===== config.mk =====
export PLATFORM = sky130hd
export DESIGN_NAME = cpru_device_flat
export DESIGN_NICKNAME = d
export VERILOG_FILES = /design/src/cpru_pkg.sv /design/src/cpru_link_if.sv /design/src/cpru_device.sv /design/src/flat_wrapper.sv
export VERILOG_INCLUDE_DIRS = /design/src
export SDC_FILE = /design/constraint.sdc
export NUM_CORES = 2
export LEC_CHECK = 0
export BUFFER_PORTS_ARGS = -buffer_cell sky130_fd_sc_hd__buf_2
export CORE_MARGIN = 5
export CORE_UTILIZATION = 35
export DETAILED_ROUTE_END_ITERATION = 10
export MAX_ROUTING_LAYER = met4
export PLACE_DENSITY_LB_ADDON = 0.12
export SLEW_MARGIN = 30
export SYNTH_ARGS = -nofsm -noshare
export SYNTH_HDL_FRONTEND = slang
export SYNTH_SLANG_ARGS = --single-unit

===== constraint.sdc =====
create_clock -name core_clk -period 3.3 [get_ports core_clk]
set_input_delay 0.165 -clock core_clk [delete_from_list [all_inputs] [get_ports core_clk]]
set_output_delay 0.165 -clock core_clk [all_outputs]
set_load 0.1 [all_outputs]

===== src/cpru_defines.svh =====
// constants of the configuration-port read and unlock link
// assumes inclusion by bare name from both link ends
`ifndef CPRU_DEFINES_SVH
`define CPRU_DEFINES_SVH
`define CPRU_OP_KEY 8'hbc
`define CPRU_OP_UREAD 8'hca
`define CPRU_OP_CREAD 8'h73
`define CPRU_OP_EXIT 8'h26
`define CPRU_OP_REFRESH 8'h79
`define CPRU_OP_SEC 8'hce
`define CPRU_OP_SECPLUS 8'hcf
`define CPRU_OP_BURST 8'h7a
`define CPRU_OPS_SERIAL 2'h3
`define CPRU_OPS_I2C 2'h2
`define CPRU_KEY_BYTES 4'h8
`define CPRU_KEY_BITS 64
`define CPRU_PAGE_AW 3
`define CPRU_BYTE_AW 4
`define CPRU_LAST_BYTE 4'hf
`define CPRU_CNT_BITS 14
`define CPRU_I2C_GAP_FIRST 5'h10
`define CPRU_I2C_GAP_DUP 5'h4
`define CPRU_PORT_I2C 4'h0
`define CPRU_PORT_SERIAL 4'h1
`define CPRU_FILL_BYTE 8'hff
`define CPRU_CLK_NS 4
`define CPRU_RETR_LARGE_NS 240
`define CPRU_RETR_SMALL_NS 360
`define CPRU_RETR_LARGE_CYC ((`CPRU_RETR_LARGE_NS + `CPRU_CLK_NS - 1) / `CPRU_CLK_NS)
`define CPRU_RETR_SMALL_CYC ((`CPRU_RETR_SMALL_NS + `CPRU_CLK_NS - 1) / `CPRU_CLK_NS)
`endif


===== src/cpru_pkg.sv =====
// types of the configuration-port read and unlock link
// assumes nothing of its surroundings
package cpru_pkg;
    typedef enum logic [5:0] {
        CPRU_D_IDLE = 6'h01,
        CPRU_D_OPER = 6'h02,
        CPRU_D_KEY = 6'h04,
        CPRU_D_WRS = 6'h08,
        CPRU_D_READ = 6'h10,
        CPRU_D_DONE = 6'h20
    } cpru_dev_state_t;
    typedef enum logic [4:0] {
        CPRU_H_IDLE = 5'h01,
        CPRU_H_OPER = 5'h02,
        CPRU_H_KEY = 5'h04,
        CPRU_H_RD = 5'h08,
        CPRU_H_END = 5'h10
    } cpru_host_state_t;
endpackage : cpru_pkg


===== src/cpru_link_if.sv =====
// byte link between configuration host and device, one clock
// assumes both ends run on the same core_clk
interface cpru_link_if;
    logic tx_frame;
    logic tx_valid;
    logic [7:0] tx_byte;
    logic tx_restart;
    logic port_i2c;
    logic rx_valid;
    logic [7:0] rx_byte;
    modport dev (
        input tx_frame,
        input tx_valid,
        input tx_byte,
        input tx_restart,
        input port_i2c,
        output rx_valid,
        output rx_byte
    );
    modport host (
        output tx_frame,
        output tx_valid,
        output tx_byte,
        output tx_restart,
        output port_i2c,
        input rx_valid,
        input rx_byte
    );
endinterface : cpru_link_if


===== src/cpru_device.sv =====
// configuration-port device end: key unlock and sector page reads
// assumes the host end on the same clock; page store filled by user port
// Behaviour
// key command unlocks only on exact 64-bit match
// unlock holds until exit, reconfigure or reset
// i2c host sends only two operand bytes
// only one of the two security levels applies
// read starts at opcode, pointer page first
// host waits retrieval delay before first operand
// serial host shifts dummy bytes to read
// i2c needs restart; stop ends and resets
// transfer may end after first page
// first page repeats; count is pages plus one for two or more pages
// i2c inserts 16 then 4 filler bytes
// page count uses low 14 count bits
// port field 0x0 for i2c, 0x1 serial
// locked device ignores programming commands
`include "cpru_defines.svh"
module cpru_device (
    input wire logic core_clk,
    input wire logic resetn,
    cpru_link_if.dev link,
    input wire logic key_check_enable,
    input wire logic [63:0] stored_key,
    input wire logic [2:0] page_ptr,
    input wire logic mem_wr_en,
    input wire logic mem_wr_sector,
    input wire logic [2:0] mem_wr_page,
    input wire logic [3:0] mem_wr_byte,
    input wire logic [7:0] mem_wr_data,
    output logic unlocked,
    output logic security_set,
    output logic security_plus_set,
    output logic prog_strobe,
    output logic [7:0] prog_opcode
);
    localparam int MEM_DEPTH = 2 << (`CPRU_PAGE_AW + `CPRU_BYTE_AW);

    cpru_pkg::cpru_dev_state_t state_reg;
    logic [7:0] mem_reg [MEM_DEPTH];
    logic [7:0] op_reg, b1_reg, rx_byte_reg;
    logic [1:0] opcnt_reg;
    logic [3:0] keycnt_reg, byte_idx_reg;
    logic [63:0] key_sr_reg;
    logic [13:0] cnt_reg, page_idx_reg;
    logic [2:0] base_reg;
    logic [4:0] pad_reg;
    logic sector_reg, rx_valid_reg;
    logic take, permit, last_oper;
    logic [1:0] nops;
    logic [2:0] rd_page;

    function automatic logic [7:0] mem_index(input logic sector, input logic [2:0] page,
                                             input logic [3:0] byte_no);
        mem_index = {sector, page, byte_no};
    endfunction : mem_index

    assign link.rx_valid = rx_valid_reg;
    assign link.rx_byte = rx_byte_reg;
    assign take = link.tx_frame && link.tx_valid;
    assign nops = link.port_i2c ? `CPRU_OPS_I2C : `CPRU_OPS_SERIAL;
    assign last_oper = opcnt_reg == nops - 2'h1;
    assign permit = !key_check_enable || unlocked;
    // duplicate of the pointer page comes second, then the pages after it
    assign rd_page = (page_idx_reg == 14'h0000) ? base_reg :
        base_reg + 3'(page_idx_reg - 14'h0001);

    always_ff @(posedge core_clk or negedge resetn)
    begin
        if (!resetn)
        begin
            for (int i = 0; i < MEM_DEPTH; i++)
                mem_reg[i] <= 8'h00;
        end
        else if (mem_wr_en)
            mem_reg[mem_index(mem_wr_sector, mem_wr_page, mem_wr_byte)] <= mem_wr_data;
    end

    always_ff @(posedge core_clk or negedge resetn)
    begin
        if (!resetn)
        begin
            state_reg <= cpru_pkg::CPRU_D_IDLE;
            op_reg <= 8'h00;
            b1_reg <= 8'h00;
            opcnt_reg <= 2'h0;
            keycnt_reg <= 4'h0;
            key_sr_reg <= 64'h0;
            cnt_reg <= 14'h0000;
        end
        else if (!link.tx_frame)
            state_reg <= cpru_pkg::CPRU_D_IDLE; // early end is no error; see R8
        else
        begin
            case (state_reg)
                cpru_pkg::CPRU_D_IDLE:
                    if (take)
                    begin
                        op_reg <= link.tx_byte;
                        opcnt_reg <= 2'h0;
                        keycnt_reg <= 4'h0;
                        state_reg <= cpru_pkg::CPRU_D_OPER;
                    end
                cpru_pkg::CPRU_D_OPER:
                    if (take)
                    begin
                        opcnt_reg <= opcnt_reg + 2'h1;
                        if (opcnt_reg == 2'h1)
                            b1_reg <= link.tx_byte;
                        // upper count bits dropped
                        if (link.port_i2c && opcnt_reg == 2'h1)
                            cnt_reg <= {6'h00, link.tx_byte};
                        else if (opcnt_reg == 2'h2)
                            cnt_reg <= {b1_reg[5:0], link.tx_byte};
                        if (last_oper)
                        begin
                            if (op_reg == `CPRU_OP_KEY)
                                state_reg <= cpru_pkg::CPRU_D_KEY;
                            else if (op_reg == `CPRU_OP_UREAD || op_reg == `CPRU_OP_CREAD)
                                state_reg <= link.port_i2c ? cpru_pkg::CPRU_D_WRS :
                                    cpru_pkg::CPRU_D_READ;
                            else
                                state_reg <= cpru_pkg::CPRU_D_DONE;
                        end
                    end
                cpru_pkg::CPRU_D_KEY:
                    if (take)
                    begin
                        key_sr_reg <= {key_sr_reg[55:0], link.tx_byte};
                        keycnt_reg <= keycnt_reg + 4'h1;
                        if (keycnt_reg == `CPRU_KEY_BYTES - 4'h1)
                            state_reg <= cpru_pkg::CPRU_D_DONE;
                    end
                cpru_pkg::CPRU_D_WRS:
                    if (link.tx_restart)
                        state_reg <= cpru_pkg::CPRU_D_READ;
                cpru_pkg::CPRU_D_READ:
                    state_reg <= cpru_pkg::CPRU_D_READ;
                cpru_pkg::CPRU_D_DONE:
                    state_reg <= cpru_pkg::CPRU_D_DONE;
                default:
                    state_reg <= cpru_pkg::CPRU_D_IDLE;
            endcase
        end
    end

    // unlock and security levels
    always_ff @(posedge core_clk or negedge resetn)
    begin
        if (!resetn)
        begin
            unlocked <= 1'b0;
            security_set <= 1'b0;
            security_plus_set <= 1'b0;
            prog_strobe <= 1'b0;
            prog_opcode <= 8'h00;
        end
        else
        begin
            prog_strobe <= 1'b0;
            // key compared with the shifted-in last byte included
            if (state_reg == cpru_pkg::CPRU_D_KEY && take && link.tx_frame &&
                keycnt_reg == `CPRU_KEY_BYTES - 4'h1 && key_check_enable &&
                {key_sr_reg[55:0], link.tx_byte} == stored_key)
                unlocked <= 1'b1; // see R1
            if (state_reg == cpru_pkg::CPRU_D_OPER && take && link.tx_frame && last_oper)
            begin
                if (op_reg == `CPRU_OP_EXIT || op_reg == `CPRU_OP_REFRESH)
                    unlocked <= 1'b0;
                else if (permit && (op_reg == `CPRU_OP_SEC || op_reg == `CPRU_OP_SECPLUS ||
                         op_reg == `CPRU_OP_BURST))
                begin
                    // a second protection level is refused
                    if (!(security_set || security_plus_set) || op_reg == `CPRU_OP_BURST)
                    begin
                        prog_strobe <= 1'b1;
                        prog_opcode <= op_reg;
                        security_set <= security_set || op_reg == `CPRU_OP_SEC;
                        security_plus_set <= security_plus_set || op_reg == `CPRU_OP_SECPLUS;
                    end
                end
            end
        end
    end

    // page stream; pointer latched at the opcode so retrieval starts at once
    always_ff @(posedge core_clk or negedge resetn)
    begin
        if (!resetn)
        begin
            base_reg <= 3'h0;
            sector_reg <= 1'b0;
            page_idx_reg <= 14'h0000;
            byte_idx_reg <= 4'h0;
            pad_reg <= 5'h00;
            rx_valid_reg <= 1'b0;
            rx_byte_reg <= 8'h00;
        end
        else
        begin
            rx_valid_reg <= 1'b0;
            if (state_reg == cpru_pkg::CPRU_D_IDLE && take)
            begin
                base_reg <= page_ptr;
                sector_reg <= link.tx_byte == `CPRU_OP_UREAD;
                page_idx_reg <= 14'h0000;
                byte_idx_reg <= 4'h0;
                pad_reg <= 5'h00;
            end
            else if (state_reg == cpru_pkg::CPRU_D_READ && take)
            begin
                rx_valid_reg <= 1'b1;
                if (pad_reg != 5'h00)
                begin
                    rx_byte_reg <= `CPRU_FILL_BYTE;
                    pad_reg <= pad_reg - 5'h01;
                end
                else if (page_idx_reg >= cnt_reg)
                    rx_byte_reg <= `CPRU_FILL_BYTE;
                else
                begin
                    rx_byte_reg <= mem_reg[mem_index(sector_reg, rd_page, byte_idx_reg)];
                    byte_idx_reg <= byte_idx_reg + 4'h1;
                    if (byte_idx_reg == `CPRU_LAST_BYTE)
                    begin
                        page_idx_reg <= page_idx_reg + 14'h0001;
                        // i2c filler after first page and after its repeat
                        if (link.port_i2c && page_idx_reg == 14'h0000 && cnt_reg > 14'h0001)
                            pad_reg <= `CPRU_I2C_GAP_FIRST;
                        else if (link.port_i2c && page_idx_reg == 14'h0001 &&
                                 cnt_reg > 14'h0002)
                            pad_reg <= `CPRU_I2C_GAP_DUP;
                    end
                end
            end
        end
    end
endmodule : cpru_device


===== src/flat_wrapper.sv =====
// flat-port wrapper written by rule: the top's interface ports become plain ports
module cpru_device_flat 
  (core_clk, resetn, key_check_enable, stored_key, page_ptr, mem_wr_en, mem_wr_sector, mem_wr_page, mem_wr_byte, mem_wr_data, unlocked, security_set, security_plus_set, prog_strobe, prog_opcode, link_tx_frame, link_tx_valid, link_tx_byte, link_tx_restart, link_port_i2c, link_rx_valid, link_rx_byte);
  cpru_link_if link_i ();
  input wire logic core_clk;
  input wire logic resetn;
  input wire logic key_check_enable;
  input wire logic [63:0] stored_key;
  input wire logic [2:0] page_ptr;
  input wire logic mem_wr_en;
  input wire logic mem_wr_sector;
  input wire logic [2:0] mem_wr_page;
  input wire logic [3:0] mem_wr_byte;
  input wire logic [7:0] mem_wr_data;
  output logic unlocked;
  output logic security_set;
  output logic security_plus_set;
  output logic prog_strobe;
  output logic [7:0] prog_opcode;
  input wire logic [$bits(link_i.tx_frame)-1:0] link_tx_frame;
  input wire logic [$bits(link_i.tx_valid)-1:0] link_tx_valid;
  input wire logic [$bits(link_i.tx_byte)-1:0] link_tx_byte;
  input wire logic [$bits(link_i.tx_restart)-1:0] link_tx_restart;
  input wire logic [$bits(link_i.port_i2c)-1:0] link_port_i2c;
  output wire logic [$bits(link_i.rx_valid)-1:0] link_rx_valid;
  output wire logic [$bits(link_i.rx_byte)-1:0] link_rx_byte;
  assign link_i.tx_frame = link_tx_frame;
  assign link_i.tx_valid = link_tx_valid;
  assign link_i.tx_byte = link_tx_byte;
  assign link_i.tx_restart = link_tx_restart;
  assign link_i.port_i2c = link_port_i2c;
  assign link_rx_valid = link_i.rx_valid;
  assign link_rx_byte = link_i.rx_byte;
  cpru_device u_core (.core_clk(core_clk), .resetn(resetn), .link(link_i), .key_check_enable(key_check_enable), .stored_key(stored_key), .page_ptr(page_ptr), .mem_wr_en(mem_wr_en), .mem_wr_sector(mem_wr_sector), .mem_wr_page(mem_wr_page), .mem_wr_byte(mem_wr_byte), .mem_wr_data(mem_wr_data), .unlocked(unlocked), .security_set(security_set), .security_plus_set(security_plus_set), .prog_strobe(prog_strobe), .prog_opcode(prog_opcode));
endmodule

==> metrics.md <==
| Metric | Value |
|---|---|
| Mux cell area share after synthesis | 0.368 |
| Max reg flops | 2048 |
| Total CTS buffers | 249 |
| Die Height | 547 um |
| Reg clk slew, reported paths | 60 ps |
| Top post-synthesis cells by area | dfrtp_1 (54%), mux2_2 (24%), mux4_2 (12%) |
| Worst setup SP type | register |
| Pwr Total | 65.3 mW |
| Compound-Gate Fraction of Synth Area | 0.0230 |
| Chip width | 547 um |
| Share of layout cells above drive strength 1 | 0.533 |
| Slowest CP cell | or4bb_4 |
| Ys flop type | dfrtp_1 |
| Critical Path RT | 4100 ps |
| Total track usage | 0.225 |
| Type of the worst min-delay path | input port to register |
| 1st-iter DRT viols | 4518 |
| Clock Sinks | 2192 |
| Core ar. | 287000 sq um |
| Dpl ws | -883 ps |
| Slew headroom | 0.353 |
| Layout area overhead | 19.0% |
| DRC viols | 0 |
| Non-filler cells, final | 11200 |
| CP top delay family | simple AND/OR/NAND/NOR gates |
| Failing checks | negative setup slack |
| Final WL | 331000 um |
| DR WL/cell | 29.4 um |
| VDD IR-drop max | 0.000465 V |
| Crit path top cell by count | buf_4 |
| Synth Area per Inst | 15.2 sq um |
| RSZ-0062 raised after global routing | true |
| Worst Tran Pin Value | 970 ps |
| Library cells used by synthesis | 85 |
| Drt via density | 5.53 |
| Simple-gate share of the synthesized area | 0.0342 |
| Detailed placer's ending HPWL | 224000 um |
| Most instantiated cells after synthesis | dfrtp_1 (2191), mux2_2 (2110), mux4_2 (533), clkbuf_1 (336), nand2_1 (268) |
| Post-DRT Antenna Nets | 0 |
| Placed cell count | 10700 |
| Fmax | 0.300 GHz |
| CTS tree | built |
| Synth warnings | 0 |
| Post-synthesis xor/xnor area fraction | 0.00443 |
| Status | finished, violations left |
| Buf/Inv on CP | 6 |
| Vias in the first global route | 65500 |
| Final cycle utilization of the critical path | 1.01 |
| Crit-path max FO | 6 |
| Yosys top cell by area | dfrtp_1 |
| Seq/Total Area, Yosys | 0.544 |
| Max cap viols | 0 |
| RD Place Congestion | 0.901 |
| Setup slack after layout | -38.4 ps |
| Flops & latches, synth | 2192 |
| Worst-Skew Late Latency | 940 ps |
| Leak | 55.8 nW |
| Setup_tns | -57.0 ps |
| Top-count cell post-synth | dfrtp_1 |
| Largest family of logic cells by synthesized area | multiplexers |
| CTS Root Cell | clkbuf_16 |
| Max Root-Sink Buffers | 4 |
| Final Util | 0.418 |
| Final hold violation count | 0 |
| Crit-path cells | inv_2 > ha_4 > buf_6 > or4bb_4 > nor4_4 > buf_4 > a21oi_4 > clkbuf_16 > buf_4 > a21oi_1 > a211oi_1 > nor3_2 > nor4_4 > buf_4 > a311oi_1 |
| Syn Nets | 6775 |
| # nets final | 7380 |
| Fraction of registers with async set/reset | 1.00 |
| CP max stage delay | 460 ps |
| Cell Pwr Density | 544 nW/um^2 |
| H-tree Lvls | 4 |
| Vias | 62200 |
| PortBufs | 119 |
| Post-Syn Instances | 6651 |
| Setup-failing EPs final | 3 |
| 1st-pass router iterations | 7 |
| Clock Skews | 100 ps |
| CP Class | register to register |
| Grt ovf | 0 |
| Post-Syn Area | 101000 sq um |
| Adder-Cell Fraction of Synth Area | 0.00310 |
| Num rows | 197 |
| Crit path arrival time | 4140 ps |
| Post-synth EDFFs | 0 |
| I/O Pins | 120 |
| DIE AREA | 299000 sq um |
| Antenna violations before repair | 17 |
| Pin count of the biggest net entering global routing | 106 |
| First-pass GRT wire length | 486000 um |
| Period minus WS final | 3340 ps |
| Number of fill cells | 26300 |
| Initial core utilization | 0.351 |
| Max-slew violations | 0 |
| CP endpoint kind | register |
| Yosys top cell area share | 0.544 |
[placed cells by master (no fill, tap or decap), types with 12 or more instances in the layout]
cell              n
a211oi_1         15
a21oi_1          62
a22oi_1          22
a31oi_1          14
and3_1           13
buf_12          111
buf_2           110
buf_4           537
buf_6            14
bufinv_16        18
clkbuf_1         40
clkbuf_16       252
clkbuf_8         68
clkinv_2         61
dfrtp_1        2187
dlygate4sd3_1    36
ha_1             23
inv_1            55
mux2_2         2110
mux2i_1         107
mux4_2          538
nand2_1         257
nand3_1          63
nand4_1          19
nor2_1          214
nor2b_1          12
nor3_1           38
nor3_2           12
nor4_1           18
o21ai_0          64
o221ai_1         31
o22ai_1          29
xnor2_1          31
xor2_1           18
[kinds of logic after synthesis]
kind of cell / after synthesis
simple gates: 746
compound gates: 342
xor+xnor: 51
mux: 2765
flops: 2192
buf+inv: 530
fa+ha+maj: 25
[stage by stage]
stage | instance area, sq um | hold slack [ps]
global route | 120000 | 83.8
floorplan | 101000 | -131
detailed placement | 110000 | 211
global placement | 110000 | 218
finish | 120000 | 93.5
CTS | 120000 | 28.1
[path summary, 6_finish.rpt]
path,start,endpoint,slack [ps],depth (start not counted)
min in group asynchronous,resetn,u_core.mem_reg[1874],230,3
worst min-delay path,mem_wr_byte[2],u_core.mem_reg[88],90,6
worst max-delay path,u_core.page_idx_reg[1],u_core.link.rx_byte[4],-40,15
worst max register to register,u_core.page_idx_reg[1],u_core.link.rx_byte[4],-40,15
worst min register to register,u_core.prog_opcode[6],u_core.prog_opcode[6],460,1
max in group asynchronous,resetn,u_core.mem_reg[895],2240,5
[worst reg2reg max path, cell delays in order (launching register included)]
cell and delay, ps:
dfrtp_1 390, inv_2 90, ha_4 140, buf_6 90, or4bb_4 460, nor4_4 220
buf_4 190, a21oi_4 70, clkbuf_16 210, buf_4 150, a21oi_1 340, a211oi_1 120
nor3_2 300, nor4_4 110, buf_4 150, a311oi_1 230
[report_power, final]
group          internal, mW  switching [mW]
clock                  16.8            11.6
combinational          3.53            4.46
sequential             28.2           0.757
[cell type report]
type,instances,area (sq um),area share
diodes,8,20.0,0.000167
clock buffers,358,7340,0.0612
clock inverters,92,1010,0.00844
inverters,59,226,0.00189
multi-input cells,3929,44200,0.368
flip-flops and latches,2192,54900,0.457
well taps,3781,4730,0.0394
repair buffers,825,7660,0.0638
[layer usage]
| layer | vias up | track usage | share of wire | wire (um) |
|---|---|---|---|---|
| li1 | 26100 | - | - | - |
| met4 | 0 | 0.0570 | 0.027 | 8950 |
| met1 | 34300 | 0.321 | 0.47 | 156000 |
| met2 | 1346 | 0.343 | 0.46 | 152000 |
| met5 | - | - | 0 | 0 |
| met3 | 444 | 0.0292 | 0.043 | 14300 |
[timing repair]
item / CTS / global route
hold endpoints to repair: 1818 / 0
gates resized for setup: 55 / 56
cloned: 1 / 2
setup endpoints to repair: 8 / 10
setup buffers: 18 / 10
hold buffers: 37 / 0
pin swaps: 12 / 22
(Power assumes the default switching activity.)
